### config.mk
export PLATFORM = sky130hd
export DESIGN_NAME = gpx_port
export DESIGN_NICKNAME = d
export VERILOG_FILES = /design/src/common/gpx_pkg.sv /design/src/rtl/gpx_sync.sv /design/src/rtl/gpx_pin_irq.sv /design/src/rtl/gpx_port.sv
export VERILOG_INCLUDE_DIRS = /design/src /design/src/common
export SDC_FILE = /design/constraint.sdc
export NUM_CORES = 1
export LEC_CHECK = 0
export ABC_CLOCK_PERIOD_IN_PS = 1850
export BUFFER_PORTS_ARGS = -buffer_cell sky130_fd_sc_hd__buf_2
export CAP_MARGIN = 40
export CORE_UTILIZATION = 47
export DETAILED_ROUTE_END_ITERATION = 8
export PLACE_DENSITY = 0.74
export RECOVER_POWER = 50
export SLEW_MARGIN = 20
export SYNTH_ARGS = -nofsm -noshare
export SYNTH_HDL_FRONTEND = slang
export SYNTH_HIERARCHICAL = 1
export SYNTH_SLANG_ARGS = --single-unit
### constraint.sdc
create_clock -name clk_sys -period 1.85 [get_ports clk_sys]
set_clock_uncertainty 0.1 [all_clocks]
set_input_delay 0.0925 -clock clk_sys [delete_from_list [all_inputs] [get_ports clk_sys]]
set_output_delay 0.0925 -clock clk_sys [all_outputs]
set_load 0.005 [all_outputs]
### src/common/gpx_params.svh
// constants for the two-port gpio block: offsets, field positions, resets
// assumes a 32-bit axi4-lite slave with word-aligned registers
`ifndef GPX_PARAMS_SVH
`define GPX_PARAMS_SVH

// ----------------------------------------
// register byte offsets
// ----------------------------------------
`define GPX_OFS_DRIVE 8'h00
`define GPX_OFS_IRQCTRL 8'h04
`define GPX_OFS_SRCSEL 8'h08
`define GPX_OFS_POLSEL 8'h0C
`define GPX_OFS_BDATA 8'h10
`define GPX_OFS_BDIR 8'h14
`define GPX_OFS_BPULL 8'h18
`define GPX_OFS_BSLEW 8'h1C
`define GPX_OFS_STATUS 8'h20
`define GPX_OFS_MASK 8'h24

// ----------------------------------------
// field positions and widths
// ----------------------------------------
`define GPX_DRIVE_W 5
`define GPX_IRQ_PINS 4
`define GPX_PORTB_W 8
`define GPX_CTRL_FLAG 3
`define GPX_CTRL_ACK 2
`define GPX_CTRL_EN 1
`define GPX_CTRL_MODE 0
`define GPX_EVT_W 1
`define GPX_EVT_PINIRQ 0

// ----------------------------------------
// reset values
// ----------------------------------------
`define GPX_RST_BYTE 8'h00
`define GPX_RST_WORD 32'h0000_0000

`endif

### src/common/gpx_pkg.sv
// types shared by the two-port gpio block
// assumes gpx_params.svh supplies the numbers
package gpx_pkg;

	// ----------------------------------------
	// bus answer codes
	// ----------------------------------------
	typedef enum logic [1:0] {
		GPX_RESP_OKAY = 2'h0,
		GPX_RESP_SLVERR = 2'h2
	} gpx_resp_t;

	typedef logic [7:0] gpx_byte_t;
	typedef logic [31:0] gpx_word_t;

endpackage

### src/rtl/gpx_sync.sv
// two-flop synchroniser for a bus of pin levels
// assumes each bit is an independent level from outside clk_sys
`timescale 1ns/1ps
module gpx_sync #(
	parameter int WIDTH = 8
) (
	// clock and reset
	input wire logic clk_sys,
	input wire logic nrst,
	// levels
	input wire logic [WIDTH-1:0] async,
	output logic [WIDTH-1:0] synced
);

	logic [WIDTH-1:0] stage_reg;

	// first stage is read only by the second
	always_ff @(posedge clk_sys or negedge nrst) begin
		if (!nrst) begin
			stage_reg <= '0;
			synced <= '0;
		end else begin
			stage_reg <= async;
			synced <= stage_reg;
		end
	end

endmodule

### src/rtl/gpx_pin_irq.sv
// pin interrupt detector: edge or edge-and-level, per-pin polarity
// assumes pin levels arrive already synchronised to clk_sys
`timescale 1ns/1ps
`include "gpx_params.svh"
module gpx_pin_irq #(
	parameter int PINS = `GPX_IRQ_PINS
) (
	// clock and reset
	input wire logic clk_sys,
	input wire logic nrst,
	// synchronised pins and setup
	input wire logic [PINS-1:0] pinLevel,
	input wire logic [PINS-1:0] sourceSelect,
	input wire logic [PINS-1:0] polaritySelect,
	input wire logic detectMode,
	input wire logic ackWrite,
	// flag
	output logic pinIrqFlag,
	output logic flagEvent
);

	logic [PINS-1:0] active;
	logic [PINS-1:0] activePrev_reg;
	logic [PINS-1:0] edgeHit;
	logic levelHold;
	logic setFlag;
	logic flagNext;

	// polarity: one means high level or rising edge
	assign active = ~(pinLevel ^ polaritySelect);
	// only selected pins count
	assign edgeHit = active & ~activePrev_reg & sourceSelect;
	// level term only in combined mode
	assign levelHold = detectMode && |(active & sourceSelect);
	// edge term sets once per active transition; level term sets every cycle
	assign setFlag = |edgeHit || levelHold;
	// ack blocked while a level persists
	// ack write clears, set wins
	assign flagNext = setFlag || (pinIrqFlag && !ackWrite);
	assign flagEvent = setFlag && !pinIrqFlag;

	// flag set only by detection
	always_ff @(posedge clk_sys or negedge nrst) begin
		if (!nrst) begin
			activePrev_reg <= '0;
			pinIrqFlag <= 1'b0;
		end else begin
			activePrev_reg <= active;
			pinIrqFlag <= flagNext;
		end
	end

endmodule

### src/rtl/gpx_port.sv
// two-port gpio with pin interrupt unit behind an axi4-lite slave
// assumes one clock; pins arrive asynchronous, port a direction from
// the neighbouring port a logic on clk_sys
//
// The register offsets and the AXI4-Lite interface to the registers were chosen for this implementation.
`timescale 1ns/1ps
`include "gpx_params.svh"

// How it works
// drive bit set means high drive
// drive select ignored on input pins
// drive bit five ignores writes
// flag set by detection, writes ignored
// ack write clears flag, reads zero
// enable gates request from flag
// mode: edges only or edges and levels
// unselected pins never set the flag
// polarity picks edge sense and pull
// pull-down only with interrupt configured
// data reads pin or latch by direction
// writes always latch; outputs drive latch
// reset: data zero, inputs, pulls off
// direction enables driver, selects read source
// pull bit switches pull device
// outputs keep pulls disabled
// slew bit limits output slew only
// ack fails while active level remains
// pins synchronised before edge detection
module gpx_port
	import gpx_pkg::*;
#(
	parameter int DRIVE_W = `GPX_DRIVE_W,
	parameter int IRQ_PINS = `GPX_IRQ_PINS,
	parameter int PORTB_W = `GPX_PORTB_W
) (
	// clock and reset
	input wire logic clk_sys,
	input wire logic nrst,
	// axi4-lite write address
	input wire logic [7:0] s_axi_awaddr,
	input wire logic s_axi_awvalid,
	output logic s_axi_awready,
	// axi4-lite write data
	input wire gpx_pkg::gpx_word_t s_axi_wdata,
	input wire logic [3:0] s_axi_wstrb,
	input wire logic s_axi_wvalid,
	output logic s_axi_wready,
	// axi4-lite write response
	output gpx_pkg::gpx_resp_t s_axi_bresp,
	output logic s_axi_bvalid,
	input wire logic s_axi_bready,
	// axi4-lite read
	input wire logic [7:0] s_axi_araddr,
	input wire logic s_axi_arvalid,
	output logic s_axi_arready,
	output gpx_pkg::gpx_word_t s_axi_rdata,
	output gpx_pkg::gpx_resp_t s_axi_rresp,
	output logic s_axi_rvalid,
	input wire logic s_axi_rready,
	// first port
	input wire logic [DRIVE_W-1:0] portaOutputEnable,
	input wire logic [IRQ_PINS-1:0] portaPinIn,
	output logic [DRIVE_W-1:0] portaDriveHigh,
	output logic [IRQ_PINS-1:0] portaPullDown,
	// second port pins
	input wire logic [PORTB_W-1:0] portbPinIn,
	output logic [PORTB_W-1:0] portbPinOut,
	output logic [PORTB_W-1:0] portbPinOe,
	output logic [PORTB_W-1:0] portbPullEnable,
	output logic [PORTB_W-1:0] portbSlewLimit,
	// interrupts
	output logic portIrqRequest,
	output logic irqOut
);

	import gpx_pkg::*;

	// ----------------------------------------
	// elaboration checks
	// ----------------------------------------
	// registers are one byte wide in the low lane
	if (DRIVE_W > 8 || IRQ_PINS > 8 || PORTB_W > 8 || DRIVE_W < 1 || IRQ_PINS < 1 || PORTB_W < 1) begin
		$error("gpx_port: widths must be 1 to 8");
	end

	// ----------------------------------------
	// declarations
	// ----------------------------------------
	logic awHeld_reg, awHeld_next;
	logic wHeld_reg, wHeld_next;
	logic [7:0] awAddr_reg;
	gpx_word_t wData_reg;
	logic wLane0_reg;
	logic bValid_next;
	logic rValid_next;
	logic awTake, wTake, arTake, doWrite;
	logic wrLane;
	gpx_resp_t bResp_next;

	logic [DRIVE_W-1:0] drive_reg;
	logic irqEnable_reg;
	logic detectMode_reg;
	logic [IRQ_PINS-1:0] srcSel_reg;
	logic [IRQ_PINS-1:0] polSel_reg;
	logic [PORTB_W-1:0] bData_reg;
	logic [PORTB_W-1:0] bDir_reg;
	logic [PORTB_W-1:0] bPull_reg;
	logic [PORTB_W-1:0] bSlew_reg;
	logic [`GPX_EVT_W-1:0] status_reg, status_next;
	logic [`GPX_EVT_W-1:0] mask_reg;
	logic [`GPX_EVT_W-1:0] eventVec;

	logic [IRQ_PINS-1:0] aPinSync;
	logic [PORTB_W-1:0] bPinSync;
	logic [PORTB_W-1:0] bReadVal;
	logic pinIrqFlag, flagEvent, ackWrite;

	logic wrDrive, wrCtrl, wrSrc, wrPol;
	logic wrBData, wrBDir, wrBPull, wrBSlew, wrStatus, wrMask;
	logic wrMapped;
	logic [7:0] rdAddr;
	logic rdMapped;
	gpx_word_t rdMux;
	logic [7:0] ctrlRead;

	// ----------------------------------------
	// pin synchronisers
	// ----------------------------------------
	// pins pass two flops first
	gpx_sync #(.WIDTH(IRQ_PINS)) u_sync_a (
		.clk_sys(clk_sys),
		.nrst(nrst),
		.async(portaPinIn),
		.synced(aPinSync)
	);

	gpx_sync #(.WIDTH(PORTB_W)) u_sync_b (
		.clk_sys(clk_sys),
		.nrst(nrst),
		.async(portbPinIn),
		.synced(bPinSync)
	);

	// ----------------------------------------
	// axi write channel handshakes
	// ----------------------------------------
	// aw and w are held independently so either may come first
	assign awTake = s_axi_awvalid && s_axi_awready;
	assign wTake = s_axi_wvalid && s_axi_wready;
	assign doWrite = awHeld_reg && wHeld_reg && !s_axi_bvalid;
	assign awHeld_next = !doWrite && (awHeld_reg || awTake);
	assign wHeld_next = !doWrite && (wHeld_reg || wTake);
	assign bValid_next = doWrite || (s_axi_bvalid && !s_axi_bready);
	assign bResp_next = wrMapped ? GPX_RESP_OKAY : GPX_RESP_SLVERR;

	// write address and data capture
	always_ff @(posedge clk_sys or negedge nrst) begin
		if (!nrst) begin
			awAddr_reg <= `GPX_RST_BYTE;
			wData_reg <= `GPX_RST_WORD;
			wLane0_reg <= 1'b0;
		end else begin
			if (awTake) begin
				awAddr_reg <= {s_axi_awaddr[7:2], 2'h0};
			end
			if (wTake) begin
				wData_reg <= s_axi_wdata;
				wLane0_reg <= s_axi_wstrb[0];
			end
		end
	end

	// write handshake state; ready drops while a word is held
	always_ff @(posedge clk_sys or negedge nrst) begin
		if (!nrst) begin
			awHeld_reg <= 1'b0;
			wHeld_reg <= 1'b0;
			s_axi_awready <= 1'b0;
			s_axi_wready <= 1'b0;
			s_axi_bvalid <= 1'b0;
			s_axi_bresp <= GPX_RESP_OKAY;
		end else begin
			awHeld_reg <= awHeld_next;
			wHeld_reg <= wHeld_next;
			s_axi_awready <= !awHeld_next && !bValid_next;
			s_axi_wready <= !wHeld_next && !bValid_next;
			s_axi_bvalid <= bValid_next;
			if (doWrite) begin
				s_axi_bresp <= bResp_next;
			end
		end
	end

	// ----------------------------------------
	// write decode
	// ----------------------------------------
	// only byte lane 0 carries register bits
	assign wrLane = doWrite && wLane0_reg;
	assign wrDrive = wrLane && awAddr_reg == `GPX_OFS_DRIVE;
	assign wrCtrl = wrLane && awAddr_reg == `GPX_OFS_IRQCTRL;
	assign wrSrc = wrLane && awAddr_reg == `GPX_OFS_SRCSEL;
	assign wrPol = wrLane && awAddr_reg == `GPX_OFS_POLSEL;
	assign wrBData = wrLane && awAddr_reg == `GPX_OFS_BDATA;
	assign wrBDir = wrLane && awAddr_reg == `GPX_OFS_BDIR;
	assign wrBPull = wrLane && awAddr_reg == `GPX_OFS_BPULL;
	assign wrBSlew = wrLane && awAddr_reg == `GPX_OFS_BSLEW;
	assign wrStatus = wrLane && awAddr_reg == `GPX_OFS_STATUS;
	assign wrMask = wrLane && awAddr_reg == `GPX_OFS_MASK;
	assign wrMapped = awAddr_reg <= `GPX_OFS_MASK;
	// acknowledge is a write strobe, not stored
	assign ackWrite = wrCtrl && wData_reg[`GPX_CTRL_ACK];

	// ----------------------------------------
	// configuration registers
	// ----------------------------------------
	// bit five has no flop, so writes vanish
	always_ff @(posedge clk_sys or negedge nrst) begin
		if (!nrst) begin
			drive_reg <= '0;
			irqEnable_reg <= 1'b0;
			detectMode_reg <= 1'b0;
			srcSel_reg <= '0;
			polSel_reg <= '0;
		end else begin
			if (wrDrive) drive_reg <= wData_reg[DRIVE_W-1:0];
			if (wrCtrl) irqEnable_reg <= wData_reg[`GPX_CTRL_EN];
			if (wrCtrl) detectMode_reg <= wData_reg[`GPX_CTRL_MODE];
			if (wrSrc) srcSel_reg <= wData_reg[IRQ_PINS-1:0];
			if (wrPol) polSel_reg <= wData_reg[IRQ_PINS-1:0];
		end
	end

	// reset: data zero, all inputs, pulls off
	// data latches whatever the direction
	always_ff @(posedge clk_sys or negedge nrst) begin
		if (!nrst) begin
			bData_reg <= '0;
			bDir_reg <= '0;
			bPull_reg <= '0;
			bSlew_reg <= '0;
		end else begin
			if (wrBData) bData_reg <= wData_reg[PORTB_W-1:0];
			if (wrBDir) bDir_reg <= wData_reg[PORTB_W-1:0];
			if (wrBPull) bPull_reg <= wData_reg[PORTB_W-1:0];
			if (wrBSlew) bSlew_reg <= wData_reg[PORTB_W-1:0];
		end
	end

	// ----------------------------------------
	// pin interrupt unit
	// ----------------------------------------
	// mode and selects feed the detector
	gpx_pin_irq #(.PINS(IRQ_PINS)) u_pin_irq (
		.clk_sys(clk_sys),
		.nrst(nrst),
		.pinLevel(aPinSync),
		.sourceSelect(srcSel_reg),
		.polaritySelect(polSel_reg),
		.detectMode(detectMode_reg),
		.ackWrite(ackWrite),
		.pinIrqFlag(pinIrqFlag),
		.flagEvent(flagEvent)
	);

	// ----------------------------------------
	// sticky status and mask
	// ----------------------------------------
	// only enabled flags raise an event
	assign eventVec[`GPX_EVT_PINIRQ] = flagEvent && irqEnable_reg;
	// set beats a same-cycle write-one clear
	assign status_next = eventVec | (status_reg & ~(wrStatus ? wData_reg[`GPX_EVT_W-1:0] : '0));

	// status and mask update
	always_ff @(posedge clk_sys or negedge nrst) begin
		if (!nrst) begin
			status_reg <= '0;
			mask_reg <= '0;
		end else begin
			status_reg <= status_next;
			if (wrMask) mask_reg <= wData_reg[`GPX_EVT_W-1:0];
		end
	end

	// ----------------------------------------
	// pin outputs, all registered
	// ----------------------------------------
	// outputs lag the registers by one clock, except irqOut, which is built from status_next; pins see no glitches
	always_ff @(posedge clk_sys or negedge nrst) begin
		if (!nrst) begin
			portaDriveHigh <= '0;
			portaPullDown <= '0;
			portbPinOut <= '0;
			portbPinOe <= '0;
			portbPullEnable <= '0;
			portbSlewLimit <= '0;
			portIrqRequest <= 1'b0;
			irqOut <= 1'b0;
		end else begin
			// high drive only where driving
			portaDriveHigh <= drive_reg & portaOutputEnable;
			// pull-down needs polarity and select
			portaPullDown <= polSel_reg & srcSel_reg;
			// latch driven where output
			portbPinOut <= bData_reg;
			portbPinOe <= bDir_reg;
			// pulls only on inputs
			portbPullEnable <= bPull_reg & ~bDir_reg;
			// slew limit only on outputs
			portbSlewLimit <= bSlew_reg & bDir_reg;
			// request follows flag when enabled
			portIrqRequest <= pinIrqFlag && irqEnable_reg;
			irqOut <= |(status_next & mask_reg);
		end
	end

	// ----------------------------------------
	// read path
	// ----------------------------------------
	// per bit: latch when output, pin when input
	assign bReadVal = (bData_reg & bDir_reg) | (bPinSync & ~bDir_reg);
	// flag visible, ack reads zero
	assign ctrlRead = {4'h0, pinIrqFlag, 1'b0, irqEnable_reg, detectMode_reg};
	assign rdAddr = {s_axi_araddr[7:2], 2'h0};
	assign rdMapped = rdAddr <= `GPX_OFS_MASK;
	// unused drive bits read zero
	assign rdMux =
		(rdAddr == `GPX_OFS_DRIVE) ? 32'(drive_reg) :
		(rdAddr == `GPX_OFS_IRQCTRL) ? 32'(ctrlRead) :
		(rdAddr == `GPX_OFS_SRCSEL) ? 32'(srcSel_reg) :
		(rdAddr == `GPX_OFS_POLSEL) ? 32'(polSel_reg) :
		(rdAddr == `GPX_OFS_BDATA) ? 32'(bReadVal) :
		(rdAddr == `GPX_OFS_BDIR) ? 32'(bDir_reg) :
		(rdAddr == `GPX_OFS_BPULL) ? 32'(bPull_reg) :
		(rdAddr == `GPX_OFS_BSLEW) ? 32'(bSlew_reg) :
		(rdAddr == `GPX_OFS_STATUS) ? 32'(status_reg) :
		(rdAddr == `GPX_OFS_MASK) ? 32'(mask_reg) : `GPX_RST_WORD;

	assign arTake = s_axi_arvalid && s_axi_arready;
	assign rValid_next = arTake || (s_axi_rvalid && !s_axi_rready);

	// read answer is sampled at the address handshake
	always_ff @(posedge clk_sys or negedge nrst) begin
		if (!nrst) begin
			s_axi_arready <= 1'b0;
			s_axi_rvalid <= 1'b0;
			s_axi_rdata <= `GPX_RST_WORD;
			s_axi_rresp <= GPX_RESP_OKAY;
		end else begin
			s_axi_arready <= !rValid_next;
			s_axi_rvalid <= rValid_next;
			if (arTake) begin
				s_axi_rdata <= rdMux;
				s_axi_rresp <= rdMapped ? GPX_RESP_OKAY : GPX_RESP_SLVERR;
			end
		end
	end

endmodule

==> impl_results.md <==
- GR Util All Layers: 20.9%
- Cell area after technology mapping: 5990 um2
- Clock root cell: clkbuf_16
- Int Pwr: 7310 uW
- Unique masters post-synth: 49
- Max-slew headroom: 37.4%
- DR iter-0 viols: 188
- Placeable Area: 12200 um2
- Worst slew pin tran: 939 ps
- Worst path required time: 2060 ps
- Peak VDD IR: 1020 uV
- Synth area leader: dfrtp_1
- Mean post-synth cell area: 13.5 um2
- Worst min path class: in -> reg
- Signal arrival time at the worst endpoint: 2080 ps
- Pwr Density: 1320 nW/um2
- Global-route wire length before repair: 20200 um
- Vias per std cell: 4.89
- Core Util, Final: 63.8%
- Largest net degree at the start of global routing: 46
- Flop pwr share: 47.4%
- Fmax: 0.533 GHz
- Ys flop type: dfrtp_1
- HPWL after detailed placement: 8110 um
- Failing checks: negative setup slack
- Antenna violations before repair: 0
- Number of global-route vias before repair: 3929
- Slew Viols, Final: 0
- Remaining antenna violation count: 0
- Final setup violation count: 15
- IO Pins: 160
- Leakage Power: 0.00397 uW
- Number of max-cap violations: 0
- DIE WIDTH: 115 um
- Detailed Route WL: 12500 um
- Clock latency on the worst-skew pair: 430 ps
- DR DRC count: 0
- Num Clock Sinks: 153
- Share of cells above drive strength 1: 38.7%
- Crit path kind: reg -> reg
- RSZ-0062 raised after global routing: true
- Ranking of synthesized cells by area: dfrtp_1 64%, mux2_2 13%, buf_4 3.3%
- Fin crit period: 1870 ps
- Final WS setup: -24.6 ps
- H-tree depth: 4
- Starting Density: 49.1%
- Final period util: 101%
- Status: finished with violations
- Most frequent cell after synthesis: dfrtp_1
- Port Buffers: 102
- Combinational power share: 19.6%
- Synth top area share: 63.9%
- Die area: 13200 um2
- GP Congestion: 0.771
- 1st-pass router iterations: 4
- TritonCTS Buffers: 17
- PnR Total Power: 10300 uW
- Sequential area share after synthesis: 63.9%
- Fin nets: 691
- Via count: 3895
- Worst-path clk slew: 60 ps
- Number of diodes: 0
- Die height: 115 um
- EDFF count, synth: 0
- Cell count after synthesis: 443
- DR WL/cell: 15.7 um
- Clock power share: 33.0%
- Startpoint Class: flop
- P_sw: 2960 uW
- Max clock buf depth: 2
- Async S/R FF share, synth: 100%
- Layout area overhead: 30.0%
- Synth warnings: 6
- Post-synth top cells: 153 x dfrtp_1, 69 x mux2_2, 26 x buf_4
- CTS tree: done
- Switching Fraction: 28.8%
- Max FO, Critical Path: 8
- Crit. End Element: flop
- FP Rows: 40
- FF+latch count, synth: 153
- GRT overflow: 0
- Hold Vio Cnt, Final: 0
[what timing repair did]
item	4_1_cts	5_1_grt
endpoints found under the hold margin	194	0
hold buffers	43	0
gates resized for setup	1	12
setup endpoints to repair	39	49
buffers inserted	0	1
[power by group through the flow]
stage	Sequential (uW)	Clock, uW	Combinational, uW
finish	4870	3390	2020
global placement	4860	0	1780
CTS	4850	3460	1980
floorplan	4740	0	1160
detailed placement	4910	0	1860
global route	4990	3600	2240
[per-stage QoR]
stage	instances	setup TNS, ps	instance area [um2]	worst slack [ps]	hold WS [ps]
floorplan	468	-570	6090	-71.3	-303
global placement	720	-676	6740	-30.2	-84.6
detailed placement	720	-1320	6740	-55.0	-78.5
CTS	795	-1520	7760	-61.7	32.3
global route	796	-2840	7790	-110	130
finish	796	-176	7790	-24.6	85.9
[metal layers]
layer / global-route usage, % / routed length (um)
met5: 0 / 0
met4: 7.53 / 229
met3: 7.06 / 603
met2: 32.8 / 6080
met1: 27.2 / 5560
[path summary, 6_finish.rpt]
path / from / endpoint / slack [ps] / depth (start not counted)
worst min-delay path: s_axi_arvalid / s_axi_rdata[3]$_DFFE_PN0P_ / 90 / 4
worst max-delay path: awAddr_reg[7]$_DFFE_PN0P_ / bSlew_reg[1]$_DFFE_PN0P_ / -20 / 5
min in group asynchronous: nrst / u_sync_b/synced[7]$_DFF_PN0_ / 250 / 2
worst min register to register: u_sync_a/stage_reg[3]$_DFF_PN0_ / u_sync_a/synced[3]$_DFF_PN0_ / 250 / 0
worst max register to register: awAddr_reg[7]$_DFFE_PN0P_ / bSlew_reg[1]$_DFFE_PN0P_ / -20 / 5
max in group asynchronous: nrst / awAddr_reg[5]$_DFFE_PN0P_ / 280 / 3
[area by class of cell]
cell class / count / area, um2
clock buffers: 18 / 439
multi-input cells: 268 / 2020
repair buffers: 164 / 1100
inverters: 11 / 46.3
clock inverters: 14 / 146
flip-flops and latches: 153 / 3830
well taps: 168 / 210
fillers: 937 / 4420
[worst max-delay path, cell delays in order (launching register included)]
cell and delay [ps]:
dfrtp_1 370, or3b_4 440, nor4_4 160, and3_4 230
buf_12 130, mux2_2 330
[kinds of logic (layout without fill, tap and decap cells)]
kind of cell | count (synthesis) | after routing | share of synthesized area [%]
compound gates | 59 | 59 | 6.22
xor+xnor | 4 | 4 | 0.584
buf+inv | 47 | 207 | 4.89
flops | 153 | 153 | 63.9
mux | 78 | 78 | 14.5
other cells | 1 | 26 | 0.0626
simple gates | 101 | 101 | 9.90
[placed cells by master (no fill, tap or decap), types with 3 or more instances in the layout]
master / n
a21oi_1: 13
a31oi_1: 5
and2_0: 10
and2_1: 10
buf_2: 101
buf_4: 17
clkbuf_16: 17
clkinv_2: 4
clkinv_4: 3
clkinvlp_4: 3
conb_1: 26
dfrtp_1: 153
dlygate4sd3_1: 43
inv_1: 10
inv_6: 3
mux2_2: 68
mux2i_1: 9
nand2_1: 18
nand2_4: 3
nand2b_1: 7
nor2_1: 16
nor2b_1: 12
o21a_1: 3
o21ai_0: 16
o22ai_1: 5
or3b_2: 4
xor2_1: 4
(Power assumes the default switching activity.)
